`config.mk`:
```
export PLATFORM = sky130hd
export DESIGN_NAME = smsd_top
export DESIGN_NICKNAME = d
export VERILOG_FILES = /design/src/rtl/smsd_pkg.sv /design/src/rtl/smsd_top.sv
export VERILOG_INCLUDE_DIRS = /design/src /design/src/rtl
export SDC_FILE = /design/constraint.sdc
export NUM_CORES = 1
export LEC_CHECK = 0
export ABC_AREA = 1
export BUFFER_PORTS_ARGS = -buffer_cell sky130_fd_sc_hd__clkbuf_2
export CORE_ASPECT_RATIO = 0.9
export CORE_MARGIN = 2
export CORE_UTILIZATION = 45
export DETAILED_ROUTE_END_ITERATION = 7
export PLACE_DENSITY = 0.71
export REMOVE_ABC_BUFFERS = 1
export SLEW_MARGIN = 20
export SYNTH_ARGS = -nofsm -noshare
export SYNTH_HDL_FRONTEND = slang
export SYNTH_SLANG_ARGS = --single-unit
```
`constraint.sdc`:
```
create_clock -name CLK -period 4 [get_ports CLK]
set_input_delay 0.6 -clock CLK [delete_from_list [all_inputs] [get_ports CLK]]
set_output_delay 0.6 -clock CLK [all_outputs]
set_load 0.02 [all_outputs]
```
`src/rtl/smsd_defines.svh`:
```
// Constants of the serial MAC signal-detect block.
`ifndef SMSD_DEFINES_SVH
`define SMSD_DEFINES_SVH
`define SMSD_IDX_CTRL0 5'h00
`define SMSD_IDX_STAT 5'h01
`define SMSD_IDX_EXT21 5'h15
`define SMSD_IDX_MODE 5'h17
`define SMSD_IDX_FXSCR 5'h1f
`define SMSD_AN_BIT 12
`define SMSD_SPD_LSB 13
`define SMSD_SPD_MSB 6
`define SMSD_DPX_BIT 8
`define SMSD_SFP_BIT 15
`define SMSD_CTRL0_RST 16'h1140
`define SMSD_M_PAR_CU 3'h0
`define SMSD_M_SG_CU 3'h1
`define SMSD_M_SG_SD 3'h2
`define SMSD_M_SG_AMS 3'h3
`define SMSD_M_SD_CU 3'h4
`define SMSD_SPD_100 2'h1
`define SMSD_SPD_1000 2'h2
`define SMSD_STRAP_FN 3
`define SMSD_STRAP_DIR 1
`define SMSD_BOOT_END 2'h3
`define SMSD_SD_WIN_NS 2000
`define SMSD_CLK_MHZ 100
`define SMSD_SD_WIN_CYC (`SMSD_SD_WIN_NS * `SMSD_CLK_MHZ / 1000)
`define SMSD_SCLK_WRAP 2'h3
`endif

```
`src/rtl/smsd_pkg.sv`:
```
// Types of the serial MAC signal-detect block.
package smsd_pkg;
    typedef enum logic [1:0] {
        SMSD_BOOT = 2'b01,
        SMSD_RUN = 2'b10
    } smsd_phase_e;
    typedef enum logic [1:0] {
        SMSD_LOS_IN = 2'h0,
        SMSD_SD_OUT_LO = 2'h1,
        SMSD_SD_IN = 2'h2,
        SMSD_SD_OUT_HI = 2'h3
    } smsd_pin_e;
    typedef logic [2:0][1:0] smsd_sync_t;
    typedef struct packed {
        smsd_phase_e phase;
        logic [1:0] boot;
        smsd_pin_e pin_cfg;
        logic [15:0] ctrl0;
        logic sfp;
        logic [2:0] mode;
        logic script_done;
        logic wr;
        logic [4:0] widx;
        logic [31:0] hrdata;
        logic rdy;
        logic resp;
        smsd_sync_t s_tx, s_fi, s_pb, s_pin, s_strap;
        logic [1:0] f_tx, f_fi, f_pb, f_pin, f_strap;
        logic [7:0] win;
        logic sig_det, sig_loss, pin_out, pin_oe;
        logic [1:0] sclk_cnt;
        logic sclk_p, sclk_n, fo_p, fo_n, ro_p, ro_n, pa_p, pa_n;
        logic [1:0] speed;
    } smsd_state_s;
endpackage

```
`src/rtl/smsd_top.sv`:
```
// Serial MAC mode control and loss/detect pin logic with AHB-Lite registers.
`timescale 1ns/1ps
`include "smsd_defines.svh"
module smsd_top (
    input wire logic CLK, // System clock, 100 MHz.
    input wire logic SYS_RST, // Synchronous reset, active high.
    input wire logic HSEL, // AHB-Lite slave select.
    input wire logic [31:0] HADDR, // AHB-Lite address.
    input wire logic [1:0] HTRANS, // AHB-Lite transfer type.
    input wire logic HWRITE, // AHB-Lite write flag.
    input wire logic [2:0] HSIZE, // AHB-Lite size, word only.
    input wire logic [31:0] HWDATA, // AHB-Lite write data.
    input wire logic HREADY, // AHB-Lite bus ready.
    output logic [31:0] HRDATA, // AHB-Lite read data.
    output logic HREADYOUT, // AHB-Lite slave ready.
    output logic HRESP, // AHB-Lite response.
    input wire logic [3:0] STRAP_CONFIG_WORD1, // Startup strap pins.
    input wire logic COPPER_LINK_UP, // Copper link established.
    input wire logic COPPER_RX_BIT, // Copper receive data bit.
    input wire logic SERIAL_TX_IN_POS, // Serial TX input, positive.
    input wire logic SERIAL_TX_IN_NEG, // Serial TX input, negative.
    input wire logic FIBER_IN_POS, // Fiber receive input, positive.
    input wire logic FIBER_IN_NEG, // Fiber receive input, negative.
    input wire logic PAIR_B_IN_POS, // Twisted pair B input, positive.
    input wire logic PAIR_B_IN_NEG, // Twisted pair B input, negative.
    input wire logic LOSD_IN, // Loss/detect pin level.
    output logic LOSD_OUT, // Loss/detect pin drive value.
    output logic LOSD_OE, // Loss/detect pin enable, high drives.
    output logic SIG_DETECT, // Resolved signal detect.
    output logic SIG_LOSS, // Resolved loss of signal.
    output logic FX_ACTIVE, // 100 Mb fiber mode active.
    output logic [1:0] LINK_SPEED, // 0: 10, 1: 100, 2: 1000 Mbps.
    output logic SERIAL_CLOCK_OUT_POS, // Serial clock out, positive.
    output logic SERIAL_CLOCK_OUT_NEG, // Serial clock out, negative.
    output logic FIBER_OUT_POS, // Fiber transmit, positive.
    output logic FIBER_OUT_NEG, // Fiber transmit, negative.
    output logic SERIAL_RX_OUT_POS, // Serial RX output, positive.
    output logic SERIAL_RX_OUT_NEG, // Serial RX output, negative.
    output logic PAIR_A_OUT_POS, // Twisted pair A out, positive.
    output logic PAIR_A_OUT_NEG // Twisted pair A out, negative.
);
    smsd_pkg::smsd_state_s q, d;
    logic fx_q;
    logic tx_bit;
    logic pin_f;
    logic sercu_q;

    // ------------------------------------------------------------------
    // Helper functions
    // ------------------------------------------------------------------
    // A synchronised pair changes once its second and third stages agree.
    function automatic logic [1:0] filt(input logic [1:0] prev,
                                        input smsd_pkg::smsd_sync_t s);
        filt = prev;
        if (s[1] == s[2]) begin
            filt = s[2];
        end
    endfunction

    function automatic logic diff_bit(input logic [1:0] pn);
        diff_bit = pn[1] & ~pn[0];
    endfunction

    function automatic logic is_fx(input smsd_pkg::smsd_state_s s);
        logic cu_mode;
        cu_mode = (s.mode == `SMSD_M_PAR_CU) || (s.mode == `SMSD_M_SG_CU);
        is_fx = cu_mode && !s.ctrl0[`SMSD_AN_BIT]
            && s.ctrl0[`SMSD_SPD_LSB] && !s.ctrl0[`SMSD_SPD_MSB]
            && s.ctrl0[`SMSD_DPX_BIT] && s.script_done;
    endfunction

    function automatic logic [31:0] rd(input smsd_pkg::smsd_state_s s,
                                       input logic [4:0] idx);
        rd = 32'h0;
        unique case (idx)
            `SMSD_IDX_CTRL0: rd = {16'h0, s.ctrl0};
            `SMSD_IDX_STAT: rd = {25'h0, COPPER_LINK_UP, s.pin_cfg,
                                  s.pin_oe, is_fx(s), s.sig_loss,
                                  s.sig_det};
            `SMSD_IDX_EXT21: rd = {16'h0, s.sfp, 15'h0};
            `SMSD_IDX_MODE: rd = {29'h0, s.mode};
            `SMSD_IDX_FXSCR: rd = {31'h0, s.script_done};
            default: rd = 32'h0;
        endcase
    endfunction

    assign fx_q = is_fx(q);
    assign tx_bit = diff_bit(q.f_tx);
    assign pin_f = q.f_pin[1];
    assign sercu_q = (q.mode == `SMSD_M_SG_CU) || (q.mode == `SMSD_M_SD_CU);

    // ------------------------------------------------------------------
    // Next-state logic
    // ------------------------------------------------------------------
    always_comb begin
        logic acc;
        logic ok;
        logic edge_seen;
        logic fx;
        logic los_on;
        logic sd_in_on;
        logic sd_out_on;
        logic sclk_on;
        acc = 1'b0;
        ok = 1'b0;
        edge_seen = 1'b0;
        fx = 1'b0;
        los_on = 1'b0;
        sd_in_on = 1'b0;
        sd_out_on = 1'b0;
        sclk_on = 1'b0;
        d = q;

        // Input synchronisers: stage 0 feeds only stage 1.
        d.s_tx = {q.s_tx[1:0], {SERIAL_TX_IN_POS, SERIAL_TX_IN_NEG}};
        d.s_fi = {q.s_fi[1:0], {FIBER_IN_POS, FIBER_IN_NEG}};
        d.s_pb = {q.s_pb[1:0], {PAIR_B_IN_POS, PAIR_B_IN_NEG}};
        d.s_pin = {q.s_pin[1:0], {LOSD_IN, 1'b0}};
        d.s_strap = {q.s_strap[1:0],
                     {STRAP_CONFIG_WORD1[`SMSD_STRAP_FN],
                      STRAP_CONFIG_WORD1[`SMSD_STRAP_DIR]}};
        d.f_tx = filt(q.f_tx, q.s_tx);
        d.f_fi = filt(q.f_fi, q.s_fi);
        d.f_pb = filt(q.f_pb, q.s_pb);
        d.f_pin = filt(q.f_pin, q.s_pin);
        d.f_strap = filt(q.f_strap, q.s_strap);

        // Straps are caught once the synchroniser has settled.
        unique case (q.phase)
            smsd_pkg::SMSD_BOOT: begin
                d.boot = q.boot + 2'h1;
                if (q.boot == `SMSD_BOOT_END) begin
                    // The filtered straps settle on this very edge.
                    d.pin_cfg = smsd_pkg::smsd_pin_e'(d.f_strap);
                    d.phase = smsd_pkg::SMSD_RUN;
                end
            end
            smsd_pkg::SMSD_RUN: begin
                d.pin_cfg = q.pin_cfg;
            end
        endcase

        // Bus slave: writes land in the data phase after the address.
        if (q.wr) begin
            unique case (q.widx)
                `SMSD_IDX_CTRL0: d.ctrl0 = HWDATA[15:0];
                `SMSD_IDX_EXT21: d.sfp = HWDATA[`SMSD_SFP_BIT];
                `SMSD_IDX_MODE: d.mode = HWDATA[2:0];
                `SMSD_IDX_FXSCR: d.script_done = HWDATA[0];
                default: d.wr = 1'b0;
            endcase
        end
        acc = HSEL && HTRANS[1] && HREADY;
        ok = (HADDR[31:7] == 25'h0) && (HADDR[1:0] == 2'h0);
        d.wr = acc && HWRITE && ok;
        d.widx = HADDR[6:2];
        d.rdy = 1'b1;
        d.resp = 1'b0;
        if (acc && !HWRITE) begin
            d.hrdata = ok ? rd(d, HADDR[6:2]) : 32'h0;
        end

        // Internal detection from serial TX activity.
        edge_seen = diff_bit(d.f_tx) != tx_bit;
        if (edge_seen) begin
            d.win = 8'(`SMSD_SD_WIN_CYC);
        end else if (q.win != 8'h0) begin
            d.win = q.win - 8'h1;
        end

        // Loss/detect pin function.
        fx = fx_q;
        los_on = (q.pin_cfg == smsd_pkg::SMSD_LOS_IN) && q.sfp;
        sd_in_on = (q.pin_cfg == smsd_pkg::SMSD_SD_IN) && !q.sfp;
        sd_out_on = q.pin_cfg[0] && !q.sfp;
        d.sig_loss = 1'b0;
        d.pin_oe = 1'b0;
        d.pin_out = 1'b0;
        if (q.phase != smsd_pkg::SMSD_RUN || fx) begin
            d.sig_det = 1'b0;
        end else if (los_on) begin
            d.sig_loss = pin_f;
            d.sig_det = !pin_f;
        end else if (sd_in_on) begin
            d.sig_det = pin_f;
        end else begin
            d.sig_det = (d.win != 8'h0);
        end
        if (q.phase == smsd_pkg::SMSD_RUN && !fx && sd_out_on) begin
            d.pin_oe = 1'b1;
            d.pin_out = (sercu_q && COPPER_LINK_UP) ^
                        (q.pin_cfg == smsd_pkg::SMSD_SD_OUT_LO);
        end

        // Serial clock divider.
        sclk_on = (q.mode == `SMSD_M_SG_CU) || (q.mode == `SMSD_M_SG_SD)
                  || (q.mode == `SMSD_M_SG_AMS);
        d.sclk_cnt = q.sclk_cnt + 2'h1;
        if (!sclk_on) begin
            d.sclk_p = 1'b0;
            d.sclk_n = 1'b0;
        end else if (q.sclk_cnt == `SMSD_SCLK_WRAP) begin
            d.sclk_p = !q.sclk_p;
            d.sclk_n = q.sclk_p;
        end else begin
            d.sclk_p = q.sclk_p;
            d.sclk_n = !q.sclk_p;
        end

        // Data paths per operating mode.
        d.fo_p = 1'b0;
        d.fo_n = 1'b0;
        d.ro_p = 1'b0;
        d.ro_n = 1'b0;
        d.pa_p = 1'b0;
        d.pa_n = 1'b0;
        if (q.mode == `SMSD_M_SG_SD) begin
            d.fo_p = tx_bit;
            d.fo_n = !tx_bit;
            d.ro_p = diff_bit(q.f_fi);
            d.ro_n = !diff_bit(q.f_fi);
        end else if (fx) begin
            d.pa_p = tx_bit;
            d.pa_n = !tx_bit;
            d.ro_p = diff_bit(q.f_pb);
            d.ro_n = !diff_bit(q.f_pb);
        end else if (sercu_q) begin
            d.ro_p = COPPER_RX_BIT;
            d.ro_n = !COPPER_RX_BIT;
        end

        if (q.mode == `SMSD_M_SD_CU || q.ctrl0[`SMSD_AN_BIT]) begin
            d.speed = `SMSD_SPD_1000;
        end else begin
            d.speed = {q.ctrl0[`SMSD_SPD_MSB], q.ctrl0[`SMSD_SPD_LSB]};
        end

        if (SYS_RST) begin
            d = '0;
            d.phase = smsd_pkg::SMSD_BOOT;
            d.ctrl0 = `SMSD_CTRL0_RST;
        end
    end

    always_ff @(posedge CLK) begin
        q <= d;
    end

    // ------------------------------------------------------------------
    // Outputs
    // ------------------------------------------------------------------
    assign HRDATA = q.hrdata;
    assign HREADYOUT = q.rdy;
    assign HRESP = q.resp;
    assign LOSD_OUT = q.pin_out;
    assign LOSD_OE = q.pin_oe;
    assign SIG_DETECT = q.sig_det;
    assign SIG_LOSS = q.sig_loss;
    assign LINK_SPEED = q.speed;
    assign SERIAL_CLOCK_OUT_POS = q.sclk_p;
    assign SERIAL_CLOCK_OUT_NEG = q.sclk_n;
    assign FIBER_OUT_POS = q.fo_p;
    assign FIBER_OUT_NEG = q.fo_n;
    assign SERIAL_RX_OUT_POS = q.ro_p;
    assign SERIAL_RX_OUT_NEG = q.ro_n;
    assign PAIR_A_OUT_POS = q.pa_p;
    assign PAIR_A_OUT_NEG = q.pa_n;

    logic fx_flag_q;
    always_ff @(posedge CLK) begin
        fx_flag_q <= SYS_RST ? 1'b0 : fx_q;
    end
    assign FX_ACTIVE = fx_flag_q;
endmodule // smsd_top

```
Word-level counts from Yosys, hierarchy flattened

Cells that the tools add are included.

Bits in registers: 132
Input port bits: 87
Output and inout bits: 49
Word-level logic and storage cells: 185

Add/subtract/negate cells: 3
Equality and inequality tests: 25
Mux-type cells: 33
Bitwise gates (word level): 14
Reduce and logical (&&, ||, !) cells: 60

Operators by type and width:

| cell                                                                  | count |
|---|---|
| 16-bit one-hot mux with 5 select lines                                | 1 |
| 66-bit 2-to-1 mux                                                     | 1 |
| 2-bit 2-to-1 mux                                                      | 16 |
| 32-bit 2-to-1 mux                                                     | 1 |
| 5-bit equality test, second input constant                            | 6 |
| 25-bit zero test                                                      | 1 |
| 1-bit logical AND                                                     | 22 |
| 22-bit 2-to-1 mux                                                     | 1 |
| 16-bit 2-to-1 mux                                                     | 1 |
| 8-bit 2-to-1 mux                                                      | 2 |
| 8-bit nonzero test                                                    | 2 |
| 1-bit zero test                                                       | 13 |
| 2-bit equality test                                                   | 5 |
| 5-bit zero test                                                       | 2 |
| 2-bit OR reduction                                                    | 5 |
| 1-bit NOT                                                             | 9 |
| 2-bit equality test, second input constant                            | 4 |
| 1-bit 2-to-1 mux                                                      | 8 |
| 8-bit by 1-bit subtractor with 8-bit output, second input constant    | 1 |
| 1-bit logical OR                                                      | 7 |
| 3-bit by 1-bit equality test with 1-bit output, second input constant | 2 |
| 3-bit by 2-bit equality test with 1-bit output, second input constant | 2 |
| 3-bit zero test                                                       | 2 |
| 3-bit OR reduction                                                    | 2 |
| other kinds (13)                                                      | 19 |

Depth between registers and ports, before layout

Word-level depth: 13
Depth in mapped cells: 13
Mapped depth without buffers: 13

Worst setup path before layout

No wires, ideal clock.

Kind: input-to-reg
Start: input port HADDR[3]
End: register q (netlist bit HRDATA[2])
Setup time: 0.066 ns
Data arrival time: 1.527 ns
Required time: 3.934 ns
Path slack: 2.407 ns
Stages: 9
Buffers on the path: 0
Cell sequence: inv_1 > nand4_1 > nor2_2 > nand3_1 > nor2_1 > nand2_1 > o21ai_1 > nand2_1 > a21oi_2

Word-level cells in the longest chain between the ends: 3
Elaborated cells between the ends (all ways): 7
Classes of those cells: 4 x eq/ne; 2 x mux; 1 x reduce/logical

RTL lines:

| item                                        | RTL line        | source |
|---|---|---|
| start, declared                             | smsd_top.sv:8   | `input wire logic [31:0] HADDR,` |
| 5-bit equality test (tied with other cells) | smsd_top.sv:75  | `unique case (idx)` |
| 16-bit one-hot mux with 5 select lines *    | smsd_top.sv:75  |  |
| 32-bit 2-to-1 mux *                         | smsd_top.sv:160 | `d.hrdata = ok ? rd(d, HADDR[6:2]) : 32'h0;` |
| end signal, assigned                        | smsd_top.sv:246 | `q <= d;` |
| end, declared                               | smsd_top.sv:42  | `smsd_pkg::smsd_state_s q, d;` |

Mark *: on every way between the ends. The rest lies on a longest branch, timed or not.
A chain may end at the register's enable or synchronous reset.

Worst setup path in the final report

Start: register q[103] in the netlist's numbering
End: register q (netlist bit HRDATA[2])

Word-level cells in the longest chain between the ends: 10
Elaborated cells between the ends (all ways): 13
Classes of those cells: 1 x eq/ne; 3 x mux; 9 x reduce/logical

RTL lines:

| item                                                                                               | RTL line        | source |
|---|---|---|
| 22-bit 2-to-1 mux *                                                                                | smsd_top.sv:144 | `if (q.wr) begin` |
| 3-bit by 1-bit equality test with 1-bit output (no source line) or 3-bit zero test (tied branches) | n/a             |  |
| 1-bit logical OR                                                                                   | smsd_top.sv:66  | `` cu_mode = (s.mode == `SMSD_M_PAR_CU) \|\| (s.mode == `SMSD_M_SG_CU); `` |
| 1-bit logical AND (5 in a row)                                                                     | smsd_top.sv:67  | `` is_fx = cu_mode && !s.ctrl0[`SMSD_AN_BIT] `` |
| 16-bit one-hot mux with 5 select lines *                                                           | smsd_top.sv:75  |  |
| 32-bit 2-to-1 mux *                                                                                | smsd_top.sv:160 |  |

Marks and branches as above.

==> flow_summary.json <==
{
  "detail-route-antenna-nets": 0,
  "synth-edff-count": 0,
  "port_buffers": 96,
  "crit_required_ns": 4.27,
  "grtUsageMet3_pct": 4.63,
  "grtUsageMet1_pct": 21.5,
  "layout_commonest_cell": "dfxtp_1",
  "syn_area_um2": 4790,
  "rsz0062_at_grt": "false",
  "drv_slew": 0,
  "setup_slack_ns": 1.95,
  "period_share_pct": 51.3,
  "start_util_pct": 46.5,
  "p_leak_uw": 0.00264,
  "drtIter0Drc": 213,
  "holdBufCountCts": 0,
  "syn2layout_area_growth_pct": 14.7,
  "power_density_nw_per_um2": 496,
  "crit_fanout": 24,
  "core-area_um2": 10300,
  "clockBufferDepth": 2,
  "synth.distinct_cells": 46,
  "start_kind": "flip-flop",
  "placed_area_um2": 5150,
  "num_antenna_cells": 0,
  "cts-root-buf": "clkbuf_16",
  "die_w_um": 113,
  "grt_usage_pct": 16.8,
  "clk_pin_slew_ns": 0.07,
  "critPathKind": "flip-flop to flip-flop",
  "cts_buffers": 9,
  "tightest_slew_ns": 0.833,
  "cts.repair.resized": 0,
  "grt_pass1_wl_mm": 15.5,
  "final_cell_mix": "dfxtp_1 (111), nand2_1 (102), inv_1 (96), clkbuf_2 (96), nor2_1 (95)",
  "vias": 3925,
  "async_flop_share_pct": 0,
  "slew_headroom_pct": 44.4,
  "synth_warnings": 0,
  "place.gp.congestion": 0.774,
  "hpwlAfterDp_mm": 7.12,
  "pin_count": 136,
  "postSynthAreaPerCell_um2": 7.65,
  "arrival_ns": 2.32,
  "antenna_found_initial": 0,
  "place_inst": 819,
  "nNetsFinal": 792,
  "yosys.area.top_type": "dfxtp_1",
  "grtUsageMet2_pct": 28.1,
  "num_rows": 35,
  "ys_seq_area_share_pct": 46.4,
  "synthCells": 626,
  "drive_gt1_share_pct": 19.3,
  "end_kind": "flip-flop",
  "outcome": "finished, final reports clean",
  "grt-busiest-layer": "met2",
  "die_h_um": 102,
  "instances_no_fill": 835,
  "cts_num_sinks": 111,
  "peakVddDrop_mv": 0.330,
  "synth-seq-cells": 111,
  "htree_levels": 3,
  "setup-tns-final_ns": 0,
  "period_needed_ns": 2.05,
  "wirelength_mm": 9.62,
  "grt_max_degree": 82,
  "remaining_drc_errors": 0,
  "min_path_type": "flip-flop to flip-flop",
  "clk_latency_ns": 0.34,
  "final_area_um2": 5490,
  "grt_overflow": 0,
  "fin_skew_ns": 0.00853,
  "design.die.area_um2": 11500,
  "pre_cts_slack_ns": 1.93,
  "fmax_ghz": 0.488,
  "drt_pass1_iterations": 4,
  "hold_viol_final": 0,
  "routedWlPerCell_um": 11.5,
  "grt_pass1_vias": 3521,
  "setup_viol": 0,
  "avgViaCountPerCell": 4.70,
  "cts_setup_buffers": 0,
  "yosys-top-cells-area": "dfxtp_1 (46%), nand2_1 (8.0%), inv_1 (7.5%), nor2_1 (7.4%), buf_4 (5.5%)",
  "synth_top_cell_area_share_pct": 46.4,
  "ys.flop_type": "dfxtp_1",
  "cts_tree": "built",
  "drv_cap": 0
}
==> cell families (layout without fill, tap and decap cells) <==
kind of cell / Yosys count / in the layout / share of synthesized area, %
and+or+nand+nor: 270 / 270 / 25.3
buffers and inverters: 149 / 213 / 15.0
DFF: 111 / 111 / 46.4
AOI/OAI and AO/OA: 72 / 72 / 8.41
xor gates and xnor gates: 11 / 11 / 2.01
muxes: 8 / 8 / 1.67
adders and majority gates: 4 / 4 / 1.04
other: 1 / 17 / 0.0783
==> final cells by class <==
type | instances | area (um2)
timing repair buffer | 97 | 488
clock inverter | 5 | 106
inverter | 100 | 375
clock buffer | 11 | 233
fill | 999 | 4800
sequential | 111 | 2220
tap | 129 | 161
multi-input combinational | 382 | 1910
==> state kept, by name, summed over array words and instances (netlist names) <==
signal,flops
SERIAL_CLOCK_OUT_POS,1
FX_ACTIVE,1
SERIAL_RX_OUT_POS,1
SIG_DETECT,1
HRDATA,16
HREADYOUT,1
LINK_SPEED,2
SERIAL_RX_OUT_NEG,1
PAIR_A_OUT_POS,1
PAIR_A_OUT_NEG,1
SERIAL_CLOCK_OUT_NEG,1
pin_f,1
LOSD_OUT,1
q,78
FIBER_OUT_NEG,1
FIBER_OUT_POS,1
SIG_LOSS,1
LOSD_OE,1
==> cell usage after synthesis (3+ instances only) <==
cell and count:
xor2_1 6, inv_1 96, nor2_1 95, xnor2_1 5, nor4_1 4, dfxtp_1 111
o21ai_1 4, inv_2 4, ha_1 4, buf_6 4, nand3_2 3, buf_1 4
clkbuf_1 6, nand2_1 102, buf_4 35, o21ai_0 27, a21oi_1 26, nand3_1 27
nor3_1 10, nor2_2 7, mux2i_1 8, nand4_1 5, o2111ai_1 3
==> per-layer routing <==
layer  vias to the layer above  routed length, um
met5                         -                  0
met4                         0                 76
met3                         8                623
met2                        88               4530
met1                      1778               4390
li1                       2051                  -
==> where the power goes <==
group | switching, uW | total, uW | internal, uW
combinational | 311 | 506 | 195
clock | 382 | 995 | 613
sequential | 55.0 | 1220 | 1170
==> metrics by stage <==
step	hold WS [ns]	utilization [%]	total power [uW]
2_1_floorplan	0.388	-	1620
3_3_place_gp	0.391	50.1	1730
3_5_place_dp	0.396	50.1	1750
4_1_cts	0.403	53.4	2740
5_1_grt	0.423	53.4	2880
6_report	0.398	53.4	2730
==> critical path: stages (launching register included) <==
cell	delay, ns
dfxtp_1	0.35
inv_1	0.06
nor2_2	0.09
nand3_2	0.45
o21ai_0	0.53
nand4_1	0.16
o21ai_1	0.15
nand2_1	0.07
a21oi_2	0.11
==> worst paths after layout <==
path	start	to	slack (ns)	cells after the start
worst max-delay path	q[103]$_SDFF_PP0_	HRDATA[2]$_SDFFE_PP0P_	1.95	8
worst min-delay path	q[47]$_SDFF_PP0_	q[49]$_SDFF_PP0_	0.40	2
worst max register to register	q[103]$_SDFF_PP0_	HRDATA[2]$_SDFFE_PP0P_	1.95	8
worst min register to register	q[47]$_SDFF_PP0_	q[49]$_SDFF_PP0_	0.40	2
Power figures use the tool's default switching activity.
